**config.mk**
```make
export PLATFORM = sky130hd
export DESIGN_NAME = adc_sequencer_control
export DESIGN_NICKNAME = d
export VERILOG_FILES = /design/src/verilog/adc_pkg.sv /design/src/verilog/adc_clock_prescaler.sv /design/src/verilog/adc_sequencer_control.sv
export SDC_FILE = /design/constraint.sdc
export NUM_CORES = 1
export LEC_CHECK = 0
export ABC_AREA = 1
export BUFFER_PORTS_ARGS = -buffer_cell sky130_fd_sc_hd__buf_2
export CORE_MARGIN = 5
export CORE_UTILIZATION = 47
export CTS_CLUSTER_DIAMETER = 80
export DETAILED_ROUTE_END_ITERATION = 10
export GPL_TIMING_DRIVEN = 0
export PLACE_DENSITY = 0.71
export SYNTH_ARGS = -nofsm -noshare
export SYNTH_HDL_FRONTEND = slang
export SYNTH_SLANG_ARGS = --single-unit
```
**constraint.sdc**
```tcl
create_clock -name aclk -period 1.5 [get_ports aclk]
set_input_delay 0 -clock aclk [delete_from_list [all_inputs] [get_ports aclk]]
set_output_delay 0 -clock aclk [all_outputs]
set_load 0.01 [all_outputs]
```
**src/verilog/adc_pkg.sv**
```systemverilog
// constants shared by the converter sequencer and its clock divider
package adc_pkg;

  // register map (byte addresses on the lite bus)
  localparam int AXI_ADDR_W = 4;
  localparam logic [AXI_ADDR_W-1:0] ADDR_STATUS = 4'h0;
  localparam logic [AXI_ADDR_W-1:0] ADDR_RESULT = 4'h4;
  localparam logic [AXI_ADDR_W-1:0] ADDR_CLOCK = 4'h8;

  // bus responses
  localparam logic [1:0] RESP_OKAY = 2'b00;
  localparam logic [1:0] RESP_SLVERR = 2'b10;

  // status_control_reg field positions
  localparam int FLAG_BIT = 7;
  localparam int IRQEN_BIT = 6;
  localparam int CONT_BIT = 5;
  localparam int CH_MSB = 4;

  // converter_clock_select field positions
  localparam int PRESC_MSB = 7;
  localparam int PRESC_LSB = 5;
  localparam int SRC_BIT = 4;

  // reset values and special channel codes
  localparam logic [4:0] CH_RESET = 5'h1f;
  localparam logic [4:0] CH_POWER_OFF = 5'h1f;
  localparam logic [4:0] CH_HIGH_REF = 5'h1d;
  localparam logic [4:0] CH_LOW_REF = 5'h1e;
  localparam logic [2:0] PRESC_RESET = 3'h0;
  localparam logic SRC_RESET = 1'b0;

  // prescaler: codes of 4 and above all divide by 16
  localparam logic [2:0] PRESC_CAP = 3'h4;

  // conversion timing in converter clock ticks, and the first trial code
  localparam logic [3:0] SAMPLE_TICKS = 4'h8;
  localparam logic [4:0] CONV_TICKS = 5'h10;
  localparam logic [7:0] SAR_FIRST = 8'h80;

  typedef enum logic [2:0]
  {
    ST_IDLE = 3'b001,
    ST_SAMPLE = 3'b010,
    ST_TRIAL = 3'b100
  } conv_state_t;

endpackage : adc_pkg

```
**src/verilog/adc_clock_prescaler.sv**
```systemverilog
// divider that turns source ticks into converter clock enables
`timescale 1ns/1ps
module adc_clock_prescaler
(
  input wire logic aclk,
  input wire logic aresetn,
  input wire logic src_tick,
  input wire logic [2:0] prescale,
  output logic conv_tick
);

  logic [3:0] count_q;
  logic [3:0] count_d;
  logic [2:0] shift_sel;
  logic [3:0] last_count;
  logic wrap;

  // 1xx all mean divide by 16
  assign shift_sel = (prescale >= adc_pkg::PRESC_CAP) ?
                     adc_pkg::PRESC_CAP : prescale;
  assign last_count = 4'((5'h01 << shift_sel) - 5'h01);
  assign wrap = src_tick && (count_q >= last_count);
  assign count_d = wrap ? 4'h0 : (src_tick ? count_q + 4'h1 : count_q);

  always_ff @(posedge aclk)
  begin
    if (!aresetn)
    begin
      count_q <= 4'h0;
      conv_tick <= 1'b0;
    end
    else
    begin
      count_q <= count_d;
      conv_tick <= wrap;
    end
  end

endmodule : adc_clock_prescaler

```
**src/verilog/adc_sequencer_control.sv**
```systemverilog
// successive approximation sequencer with its lite register slave
`timescale 1ns/1ps
// Operation
// - flag reads 1 after completion, irq off
// - flag bit reads 0 when irq enabled
// - irq enabled: request at each conversion end
// - result read or status write drops request
// - reset clears flags, channel bits all one
// - continuous mode converts back to back
// - single mode: one conversion per start
// - channel codes 0 to 14 pick inputs
// - unused and reserved codes give undefined result
// - codes 1d/1e route high/low reference
// - all ones powers converter down
// - one 8-bit result, overwritten each completion
// - prescale field divides by 1,2,4,8,16
// - source bit: 1 bus, 0 crystal; reset crystal
// - flag set at end, cleared by write/read
// - status write starts; 16 to 17 ticks
module adc_sequencer_control
(
  input wire logic aclk,
  input wire logic aresetn,
  input wire logic [adc_pkg::AXI_ADDR_W-1:0] s_axi_awaddr,
  input wire logic [2:0] s_axi_awprot,
  input wire logic s_axi_awvalid,
  output logic s_axi_awready,
  input wire logic [31:0] s_axi_wdata,
  input wire logic [3:0] s_axi_wstrb,
  input wire logic s_axi_wvalid,
  output logic s_axi_wready,
  output logic [1:0] s_axi_bresp,
  output logic s_axi_bvalid,
  input wire logic s_axi_bready,
  input wire logic [adc_pkg::AXI_ADDR_W-1:0] s_axi_araddr,
  input wire logic [2:0] s_axi_arprot,
  input wire logic s_axi_arvalid,
  output logic s_axi_arready,
  output logic [31:0] s_axi_rdata,
  output logic [1:0] s_axi_rresp,
  output logic s_axi_rvalid,
  input wire logic s_axi_rready,
  input wire logic crystal_ref_clock,
  input wire logic comparator_high,
  output logic [4:0] channel_select,
  output logic core_power_down,
  output logic sample_hold,
  output logic [7:0] dac_code,
  output logic conv_irq
);

  adc_pkg::conv_state_t state_q;
  logic [adc_pkg::AXI_ADDR_W-1:0] awaddr_q;
  logic [7:0] wbyte_q;
  logic wlane_q;
  logic aw_have_q;
  logic w_have_q;
  logic irq_en_q;
  logic cont_q;
  logic complete_q;
  logic [2:0] prescale_q;
  logic clk_src_q;
  logic [7:0] result_q;
  logic [7:0] sar_q;
  logic [7:0] mask_q;
  logic [3:0] sample_cnt_q;
  logic xclk_s1_q;
  logic xclk_s2_q;
  logic xclk_s3_q;

  // bus decode
  logic aw_hs;
  logic w_hs;
  logic ar_hs;
  logic wr_exec;
  logic wr_status;
  logic wr_clock;
  logic wr_mapped;
  logic rd_result;
  logic rd_mapped;
  logic [7:0] status_view;
  logic [7:0] clock_view;
  logic [7:0] rd_byte;
  logic [4:0] new_channel;

  assign aw_hs = s_axi_awvalid && s_axi_awready;
  assign w_hs = s_axi_wvalid && s_axi_wready;
  assign ar_hs = s_axi_arvalid && s_axi_arready;
  assign wr_exec = aw_have_q && w_have_q && !s_axi_bvalid;
  assign wr_mapped = (awaddr_q == adc_pkg::ADDR_STATUS) ||
                     (awaddr_q == adc_pkg::ADDR_RESULT) ||
                     (awaddr_q == adc_pkg::ADDR_CLOCK);
  // a write with the low byte lane off stores nothing and starts nothing
  assign wr_status = wr_exec && wlane_q &&
                     (awaddr_q == adc_pkg::ADDR_STATUS);
  assign wr_clock = wr_exec && wlane_q && (awaddr_q == adc_pkg::ADDR_CLOCK);
  assign rd_result = ar_hs && (s_axi_araddr == adc_pkg::ADDR_RESULT);
  assign rd_mapped = (s_axi_araddr == adc_pkg::ADDR_STATUS) ||
                     (s_axi_araddr == adc_pkg::ADDR_RESULT) ||
                     (s_axi_araddr == adc_pkg::ADDR_CLOCK);
  assign new_channel = wbyte_q[adc_pkg::CH_MSB:0];

  // the flag position reads 0 once interrupts are on; a written bit 7 is not stored
  assign status_view = {(complete_q && !irq_en_q), irq_en_q, cont_q,
                        channel_select};
  assign clock_view = {prescale_q, clk_src_q, 4'h0};
  assign rd_byte =
    (s_axi_araddr == adc_pkg::ADDR_STATUS) ? status_view :
    (s_axi_araddr == adc_pkg::ADDR_RESULT) ? result_q :
    (s_axi_araddr == adc_pkg::ADDR_CLOCK) ? clock_view : 8'h00;

  // ready is raised for one cycle after valid, so each channel takes
  // at most one item per transaction and the slave needs no skid
  always_ff @(posedge aclk)
  begin
    if (!aresetn)
    begin
      s_axi_awready <= 1'b0;
      s_axi_wready <= 1'b0;
      s_axi_arready <= 1'b0;
      aw_have_q <= 1'b0;
      w_have_q <= 1'b0;
      awaddr_q <= adc_pkg::ADDR_STATUS;
      wbyte_q <= 8'h00;
      wlane_q <= 1'b0;
    end
    else
    begin
      s_axi_awready <= s_axi_awvalid && !s_axi_awready && !aw_have_q &&
                       !s_axi_bvalid;
      s_axi_wready <= s_axi_wvalid && !s_axi_wready && !w_have_q &&
                      !s_axi_bvalid;
      s_axi_arready <= s_axi_arvalid && !s_axi_arready && !s_axi_rvalid;
      if (aw_hs)
      begin
        aw_have_q <= 1'b1;
        awaddr_q <= s_axi_awaddr;
      end
      else if (wr_exec)
        aw_have_q <= 1'b0;
      if (w_hs)
      begin
        w_have_q <= 1'b1;
        wbyte_q <= s_axi_wdata[7:0];
        wlane_q <= s_axi_wstrb[0];
      end
      else if (wr_exec)
        w_have_q <= 1'b0;
    end
  end

  always_ff @(posedge aclk)
  begin
    if (!aresetn)
    begin
      s_axi_bvalid <= 1'b0;
      s_axi_bresp <= adc_pkg::RESP_OKAY;
      s_axi_rvalid <= 1'b0;
      s_axi_rresp <= adc_pkg::RESP_OKAY;
      s_axi_rdata <= 32'h0000_0000;
    end
    else
    begin
      if (wr_exec)
      begin
        s_axi_bvalid <= 1'b1;
        s_axi_bresp <= wr_mapped ? adc_pkg::RESP_OKAY : adc_pkg::RESP_SLVERR;
      end
      else if (s_axi_bready)
        s_axi_bvalid <= 1'b0;
      if (ar_hs)
      begin
        s_axi_rvalid <= 1'b1;
        s_axi_rdata <= {24'h00_0000, rd_byte};
        s_axi_rresp <= rd_mapped ? adc_pkg::RESP_OKAY : adc_pkg::RESP_SLVERR;
      end
      else if (s_axi_rready)
        s_axi_rvalid <= 1'b0;
    end
  end

  // crystal clock is foreign: two flops, then a third for the edge
  logic xclk_rise;
  logic src_tick;
  logic conv_tick;

  assign xclk_rise = xclk_s2_q && !xclk_s3_q;
  assign src_tick = clk_src_q ? 1'b1 : xclk_rise;

  adc_clock_prescaler u_prescaler
  (
    .aclk(aclk),
    .aresetn(aresetn),
    .src_tick(src_tick),
    .prescale(prescale_q),
    .conv_tick(conv_tick)
  );

  // successive approximation step
  logic [7:0] code_kept;
  logic done;
  logic start;
  logic sample_end;

  assign code_kept = comparator_high ? sar_q : (sar_q & ~mask_q);
  assign done = conv_tick && (state_q == adc_pkg::ST_TRIAL) && mask_q[0];
  assign sample_end = conv_tick && (state_q == adc_pkg::ST_SAMPLE) &&
                      (sample_cnt_q == adc_pkg::SAMPLE_TICKS - 4'h1);
  // power-off code is stored but never converts
  assign start = wr_status &&
                 (new_channel != adc_pkg::CH_POWER_OFF);

  always_ff @(posedge aclk)
  begin
    if (!aresetn)
    begin
      xclk_s1_q <= 1'b0;
      xclk_s2_q <= 1'b0;
      xclk_s3_q <= 1'b0;
      irq_en_q <= 1'b0;
      cont_q <= 1'b0;
      channel_select <= adc_pkg::CH_RESET;
      core_power_down <= 1'b1;
      prescale_q <= adc_pkg::PRESC_RESET;
      clk_src_q <= adc_pkg::SRC_RESET;
    end
    else
    begin
      xclk_s1_q <= crystal_ref_clock;
      xclk_s2_q <= xclk_s1_q;
      xclk_s3_q <= xclk_s2_q;
      if (wr_status)
      begin
        irq_en_q <= wbyte_q[adc_pkg::IRQEN_BIT];
        cont_q <= wbyte_q[adc_pkg::CONT_BIT];
        // the analog mux decodes these codes, reference codes included
        channel_select <= new_channel;
        core_power_down <= (new_channel == adc_pkg::CH_POWER_OFF);
      end
      if (wr_clock)
      begin
        // taken at once: a change mid-conversion spoils that result
        prescale_q <= wbyte_q[adc_pkg::PRESC_MSB:adc_pkg::PRESC_LSB];
        clk_src_q <= wbyte_q[adc_pkg::SRC_BIT];
      end
    end
  end

  always_ff @(posedge aclk)
  begin
    if (!aresetn)
    begin
      state_q <= adc_pkg::ST_IDLE;
      sar_q <= 8'h00;
      mask_q <= 8'h00;
      sample_cnt_q <= 4'h0;
      result_q <= 8'h00;
    end
    else if (wr_status)
    begin
      // restart drops any conversion under way
      state_q <= start ? adc_pkg::ST_SAMPLE : adc_pkg::ST_IDLE;
      sample_cnt_q <= 4'h0;
      sar_q <= 8'h00;
      mask_q <= 8'h00;
      // a conversion ending in the write's cycle still lands
      if (done)
        result_q <= code_kept;
    end
    else
    begin
      case (state_q)
        adc_pkg::ST_IDLE:
          state_q <= adc_pkg::ST_IDLE;
        adc_pkg::ST_SAMPLE:
          if (sample_end)
          begin
            state_q <= adc_pkg::ST_TRIAL;
            sar_q <= adc_pkg::SAR_FIRST;
            mask_q <= adc_pkg::SAR_FIRST;
          end
          else if (conv_tick)
            sample_cnt_q <= sample_cnt_q + 4'h1;
        adc_pkg::ST_TRIAL:
          if (done)
          begin
            result_q <= code_kept;
            sample_cnt_q <= 4'h0;
            state_q <= cont_q ? adc_pkg::ST_SAMPLE
                              : adc_pkg::ST_IDLE;
          end
          else if (conv_tick)
          begin
            sar_q <= code_kept | (mask_q >> 1);
            mask_q <= mask_q >> 1;
          end
        default:
          state_q <= adc_pkg::ST_IDLE;
      endcase
    end
  end

  assign sample_hold = state_q[1];
  assign dac_code = sar_q;

  // event wins over a clear in the same cycle
  always_ff @(posedge aclk)
  begin
    if (!aresetn)
    begin
      complete_q <= 1'b0;
      conv_irq <= 1'b0;
    end
    else
    begin
      if (done)
        complete_q <= 1'b1;
      else if (wr_status || rd_result)
        complete_q <= 1'b0;
      if (done && irq_en_q)
        conv_irq <= 1'b1;
      else if (wr_status || rd_result)
        conv_irq <= 1'b0;
    end
  end

  // helper: ticks seen in the current conversion
  logic [4:0] tick_cnt_q;
  always_ff @(posedge aclk)
  begin
    if (!aresetn || wr_status || state_q == adc_pkg::ST_IDLE || done)
      tick_cnt_q <= 5'h00;
    else if (conv_tick)
      tick_cnt_q <= tick_cnt_q + 5'h01;
  end

  property p_flag_set;
    @(posedge aclk) disable iff (!aresetn)
    done && !irq_en_q && !wr_status |=> complete_q &&
      status_view[adc_pkg::FLAG_BIT];
  endproperty
  a_flag_set: assert property (p_flag_set)
    else $error("flag not shown after conversion end");

  property p_flag_hidden;
    @(posedge aclk) disable iff (!aresetn)
    irq_en_q |-> !status_view[adc_pkg::FLAG_BIT];
  endproperty
  a_flag_hidden: assert property (p_flag_hidden)
    else $error("flag bit visible with interrupts enabled");

  property p_irq_set;
    @(posedge aclk) disable iff (!aresetn)
    done && irq_en_q |=> conv_irq;
  endproperty
  a_irq_set: assert property (p_irq_set)
    else $error("no interrupt at conversion end");

  property p_irq_clear;
    @(posedge aclk) disable iff (!aresetn)
    (rd_result || wr_status) && !done |=> !conv_irq && !complete_q;
  endproperty
  a_irq_clear: assert property (p_irq_clear)
    else $error("request not removed by read or write");

  property p_reset_vals;
    @(posedge aclk)
    $rose(aresetn) |-> channel_select == adc_pkg::CH_RESET && !irq_en_q &&
      !cont_q && !complete_q && !clk_src_q;
  endproperty
  a_reset_vals: assert property (p_reset_vals)
    else $error("wrong values after reset");

  property p_continuous;
    @(posedge aclk) disable iff (!aresetn)
    done && cont_q && !wr_status |=> state_q == adc_pkg::ST_SAMPLE;
  endproperty
  a_continuous: assert property (p_continuous)
    else $error("continuous mode did not restart");

  property p_single;
    @(posedge aclk) disable iff (!aresetn)
    done && !cont_q && !wr_status |=> state_q == adc_pkg::ST_IDLE ##1
      (state_q == adc_pkg::ST_IDLE || $past(start));
  endproperty
  a_single: assert property (p_single)
    else $error("single mode did not stop");

  property p_power_off;
    @(posedge aclk) disable iff (!aresetn)
    channel_select == adc_pkg::CH_POWER_OFF |->
      state_q == adc_pkg::ST_IDLE && core_power_down;
  endproperty
  a_power_off: assert property (p_power_off)
    else $error("conversion while powered off");

  property p_result;
    @(posedge aclk) disable iff (!aresetn)
    done |=> result_q == $past(code_kept);
  endproperty
  a_result: assert property (p_result)
    else $error("result not loaded at completion");

  property p_length;
    @(posedge aclk) disable iff (!aresetn)
    done |-> tick_cnt_q == adc_pkg::CONV_TICKS - 5'h01;
  endproperty
  a_length: assert property (p_length)
    else $error("conversion length not sixteen ticks");

  c_continuous: cover property (@(posedge aclk) disable iff (!aresetn)
    done && cont_q ##[1:1000] done);
  c_irq: cover property (@(posedge aclk) disable iff (!aresetn)
    done && irq_en_q);
  c_abort: cover property (@(posedge aclk) disable iff (!aresetn)
    wr_status && state_q == adc_pkg::ST_TRIAL);

endmodule : adc_sequencer_control
```
Yosys cells after proc, flatten, opt, wreduce, memory -nomap -nowiden
Cells that the tools add are included.
- equality and inequality tests: 17
- bitwise operators: 4
- $lt $le $gt $ge: 2
- $add $sub $neg: 3
- shift-type cells: 1
- reductions and logical operators: 55
- muxes and demuxes: 38
- operator list (cell ; count):
    $mux W8 ; 12
    $pmux W8 S2 ; 2
    $logic_and A1 B1 Y1 ; 26
    $reduce_bool A2 Y1 ; 8
    $eq A4 B3 Y1 const B ; 3
    $mux W3 ; 4
    $mux W4 ; 3
    $mux W1 ; 11
    $logic_not A1 Y1 ; 9
    $add A4 B1 Y4 const B ; 2
    $and A8 B8 Y8 ; 1
    $eq A4 B4 Y1 const B ; 2
    $logic_not A4 Y1 ; 2
    $mux W2 ; 4
    $ne A2 B2 Y1 const B ; 4
    $not A8 Y8 ; 1
    $or A8 B7 Y8 ; 1
    $pmux W4 S2 ; 1
    $reduce_and A4 Y1 ; 2
    $ne A3 B3 Y1 const B ; 2
    $pmux W3 S2 ; 1
    $eq A5 B5 Y1 const B ; 1
    $logic_or A1 B1 Y1 ; 5
    $ne A5 B5 Y1 const B ; 1
    other kinds (10) ; 12
- output and inout bits: 57
- register bits after elaboration: 85
- logic and storage cells: 151
- input bits: 59

Longest topological paths before layout
- word-level depth: 7
- depth in mapped cells: 9
- gate-level depth less buffers: 9

Cells and area by module
Synthesis repeated with hierarchy kept, for this count alone.
- cells, all modules: 517
- area, all modules: 3892.5 µm²
- by module, submodules not included (module ; times used ; area an instance (µm²) ; cells an instance ; sequential area each (µm²)):
    adc_sequencer_control ; 1 ; 3580.9 ; 476 ; 1561.5
    adc_clock_prescaler ; 1 ; 311.5 ; 41 ; 100.1

Worst setup path before layout
Ideal clock, no wire load.
- path kind: flip-flop to flip-flop
- start point: register sample_cnt_q[0]
- end point: register mask_q[0]
- required time: 1.380 ns
- buffers on the path: 1
- library setup time: 0.120 ns
- cell stages (with the launch flop): 8
- arrival time: 1.197 ns
- path slack: 0.183 ns
- period minus slack after synthesis: 1.317 ns
- cell sequence: dfxtp_1 -> ha_1 -> nand3_1 -> o21ai_2 -> nand3_2 -> buf_6 -> nand2_1 -> a21oi_1
- word-level cells in the longest chain between the ends: 4
- RTL lines (what ; line ; text):
    start, declared ; adc_sequencer_control.sv:66 ; logic [3:0] sample_cnt_q;
    start signal, assigned ; adc_sequencer_control.sv:283 ; sample_cnt_q <= sample_cnt_q + 4'h1;
    $eq A4 B3 Y1 ; adc_sequencer_control.sv:208 ; (sample_cnt_q == adc_pkg::SAMPLE_TICKS - 4'h1);
    $logic_and A1 B1 Y1 ; adc_sequencer_control.sv:207 ; assign sample_end = conv_tick && (state_q == adc_pkg::ST_SAMPLE) &&
    $ne A2 B2 Y1 (no source line) ; n/a ;
    $reduce_and A4 Y1 (no source line) ; n/a ;
    end signal, assigned ; adc_sequencer_control.sv:280 ; mask_q <= adc_pkg::SAR_FIRST;
    end signal, assigned ; adc_sequencer_control.sv:295 ; mask_q <= mask_q >> 1;
    end, declared ; adc_sequencer_control.sv:65 ; logic [7:0] mask_q;
Every way passes these cells.
A chain may end at the register's enable or synchronous reset.

Worst setup path in the final report
- start point: register state_q[1]
- end point: register sar_q[3] (netlist: dac_code[3])
- word-level cells in the longest chain between the ends: 5
- elaborated cells between the ends (all ways): 12
- those cells by class: eq/ne (5); mux (1); reduce/logical (6)
- RTL lines (what ; line ; text):
    start, declared ; adc_sequencer_control.sv:52 ; adc_pkg::conv_state_t state_q;
    start signal, assigned ; adc_sequencer_control.sv:253 ; state_q <= adc_pkg::ST_IDLE;
    start signal, assigned ; adc_sequencer_control.sv:262 ; state_q <= start ? adc_pkg::ST_SAMPLE : adc_pkg::ST_IDLE;
    start signal, assigned ; adc_sequencer_control.sv:274 ; state_q <= adc_pkg::ST_IDLE;
    $eq A3 B2 Y1 / $eq A3 B3 Y1 (equally long branches) ; adc_sequencer_control.sv:207, adc_sequencer_control.sv:272, adc_sequencer_control.sv:206 ;
    $logic_and A1 B1 Y1, on equally long branches (2 in a row) ; adc_sequencer_control.sv:207, adc_sequencer_control.sv:206 ;
    $ne A2 B2 Y1 (no source line) ; n/a ;
    $reduce_and A4 Y1 (no source line) ; n/a ;
    end signal, assigned ; adc_sequencer_control.sv:279 ; sar_q <= adc_pkg::SAR_FIRST;
    end signal, assigned ; adc_sequencer_control.sv:294 ; sar_q <= code_kept | (mask_q >> 1);
    end, declared ; adc_sequencer_control.sv:64 ; logic [7:0] sar_q;
Several ways; a longest one is shown, not always the timed one.

==> results by group <==
Drt
  • Drt via density: 4.83
  • Post-Route WL: 9.17 mm
  • Initial drt markers: 210
  • Drt first pass iters: 4
  • DRC Markers: 0
  • Routed Antenna Nets: 0
  • Avg WL per Cell: 12.5 µm
  • Via count: 3,548

Run status
  • Status: completed

Global route
  • Pin count of the biggest net entering global routing: 16
  • Gr ovfl total: 0
  • Number of global-route vias before repair: 3,164
  • Initial antenna violation count: 0
  • First-pass GRT wire length: 14.7 mm
  • Gr usage total: 18.3%

Floorplanning
  • Core Footprint: 7730 µm²
  • DIE AREA: 9790 µm²
  • Site Rows: 32
  • Die height: 98.9 µm
  • Die width: 98.9 µm
  • # IOs: 116
  • Initial Utilization: 48.1%

Synth
  • Ys Warns: 0
  • Mapped Area: 3720 µm²
  • Synth Register Bits: 83
  • Post-synth ARST share: 0%
  • Top FF cell, synth: dfxtp_1
  • Number of synthesized flops with an enable pin: 0
  • Synth Instances: 511
  • Post-synth cell types: 31
  • Syn Area/Cell: 7.27 µm²
  • Post-synthesis sequential area ratio: 44.7%

Timing
  • Final Setup Violations: 0
  • Slew HR: 58.6%
  • Slew @ Worst Pin: 0.620 ns
  • Final Hold Viols: 0
  • Unrepaired setup endpoints after global routing: true
  • Clock skew: 0.0108 ns
  • Tmin final: 1.40 ns
  • Pins over their slew limit: 0
  • Final period util: 93.4%
  • WHS: 0.0151 ns
  • FMAX: 714 MHz

Power and ir drop
  • Maximum VDD drop: 770 µV
  • PD cells: 936 nW/µm²
  • P_leak: 2.18 nW
  • Pwr Total: 4.47 mW

Worst hold path
  • Hold_sp: s_axi_araddr[1]
  • Cells on Worst Hold Path: 4
  • Min-Delay Endpoint: s_axi_rdata[5]
  • Worst hold path type: in2reg

Critical path
  • CP arrival: 1.66 ns
  • Reg2reg start: state_q[1]
  • CP required: 1.76 ns
  • Buf/Inv on CP: 0
  • CP peak stage delay: 0.45 ns
  • Worst r2r path cells: 7
  • Crit-path slowest cell: dfxtp_1
  • RR Endpoint: dac_code[3]
  • Crit path top cell by count: nand2_1
  • Setup CP Type: reg2reg
  • Cell family with most CP delay: simple AND/OR/NAND/NOR gates
  • CP max FO: 6
  • CP Cell Sequence: nand2_1 > nor2_4 > nand3_1 > nand2_1 > nand3_1 > nand2_1 > nor2_1
  • CP Launch Type: flip-flop
  • Worst setup EP type: flip-flop
  • R2R setup slack: 0.1 ns

Final layout
  • Fraction of layout cells with a size suffix above 1: 21.2%
  • Fin nets: 692
  • Most frequent cells in the layout: 115 x nand2_1, 78 x dfxtp_1, 60 x buf_2
  • Layout area overhead: 28.5%
  • Core Util, Final: 61.8%
  • Leading cell type in the layout, fill and taps excluded: nand2_1
  • Post-route cell area: 4780 µm²
  • # diodes: 0

Place
  • Detailed Place HPWL: 6.60 mm
  • Routability Congestion: 0.790
  • DP Area: 4220 µm²
  • IO buf count: 56

Clock network
  • Reg clk slew, reported paths: 0.09 ns
  • CTS Buffer Depth: 2
  • CTS tree: done
  • Clk_lat worst skew: 0.35 ns
  • CTS buffer count: 9
  • H-tree levels: 3
  • Clock Sinks: 83
  • Root Buffer: clkbuf_8

Flow run
  • Maxcap violations: 0
==> layer usage <==
layer / GRT usage, % / vias to the layer above / wire, µm
li1: - / 1835 / -
met1: 23.0 / 1611 / 3980
met2: 31.4 / 91 / 4620
met3: 3.89 / 11 / 472
met4: 5.88 / 0 / 101
met5: 0 / - / 0
==> synthesized netlist by cell type (4+ instances only) <==
cell / n / area share [%]
nand2_1: 117 / 12
dfxtp_1: 83 / 45
inv_1: 55 / 5.6
nor2_1: 54 / 5.5
a21oi_1: 46 / 6.2
o21ai_0: 41 / 5.5
nand3_1: 35 / 4.7
buf_4: 26 / 5.3
ha_1: 6 / 2.0
a31oi_1: 5 / 0.84
buf_2: 5 / 0.67
clkbuf_1: 5 / 0.50
nand4_1: 5 / 0.84
nor2_2: 4 / 0.67
==> repair_timing <==
item / in CTS / in global routing
endpoints found under the setup margin: 11 / 27
hold endpoints to repair: 20 / 0
hold buffers: 20 / 0
cloned: 0 / 0
gates resized for setup: 2 / 21
pin swaps: 0 / 9
setup buffers: 0 / 4
==> final cells by class <==
type                            count  area [µm²]
Fill cell                         706        2950
Inverter                           58         218
Timing Repair Buffer               80         510
Multi-Input combinational cell    357        1760
Sequential cell                    83        1670
Clock buffer                       10         138
Tap cell                          102         128
Buffer                             38         256
Clock inverter                      6        96.3
==> power by group <==
group          switching [mW]  total, mW  internal [mW]  leakage, nW
clock network           0.842       1.85           1.00        0.115
registers              0.0286       2.27           2.24        0.675
logic                   0.196      0.357          0.161         1.39
==> worst register-to-register path, cell delays in order (launching register included) <==
cell and delay (ns):
dfxtp_1 0.45, nand2_1 0.14, nor2_4 0.16, nand3_1 0.16
nand2_1 0.20, nand3_1 0.10, nand2_1 0.07, nor2_1 0.03
==> worst max-delay path by stage <==
stage                     from     endpoint  slack (ns)  cells after the start
2_1_floorplan  sample_cnt_q[0]    mask_q[0]        0.18                      7
3_3_place_gp   sample_cnt_q[1]  dac_code[6]       0.003                      7
3_5_place_dp   sample_cnt_q[0]    mask_q[3]      -0.006                      7
4_1_cts        sample_cnt_q[0]    mask_q[3]       -0.01                      7
5_1_grt            awaddr_q[0]   state_q[1]       -0.02                      8
6_report            state_q[1]  dac_code[3]         0.1                      7
==> cells by family (layout without fill, tap and decap cells) <==
logic type      count (synthesis)  after routing  synth area share, %
compound gates                 98             98                 13.8
simple gates                  225            225                 26.2
fa+ha+maj                       6              6                 2.02
buf+inv                        96            192                 12.7
flops                          83             83                 44.7
other cells                     1             26                0.101
xor+xnor                        2              2                0.471
==> flip-flops by register name (all words and copies together), names as in the netlist, 3 cells and up <==
register             count
mask_q                   8
result_q                 8
awaddr_q                 4
prescale_q               3
channel_select           5
u_prescaler.count_q      4
s_axi_rdata              8
wbyte_q                  8
sample_cnt_q             4
dac_code                 8
state_q                  3
==> per-stage QoR <==
step           setup WS [ns]  TNS (ns)  instances
5_1_grt              -0.0214   -0.0473        734
2_1_floorplan          0.183         0        536
4_1_cts              -0.0129   -0.0129        730
6_report              0.0997         0        734
3_5_place_dp        -0.00638  -0.00979        694
3_3_place_gp         0.00304         0        694
(Power assumes the default switching activity.)
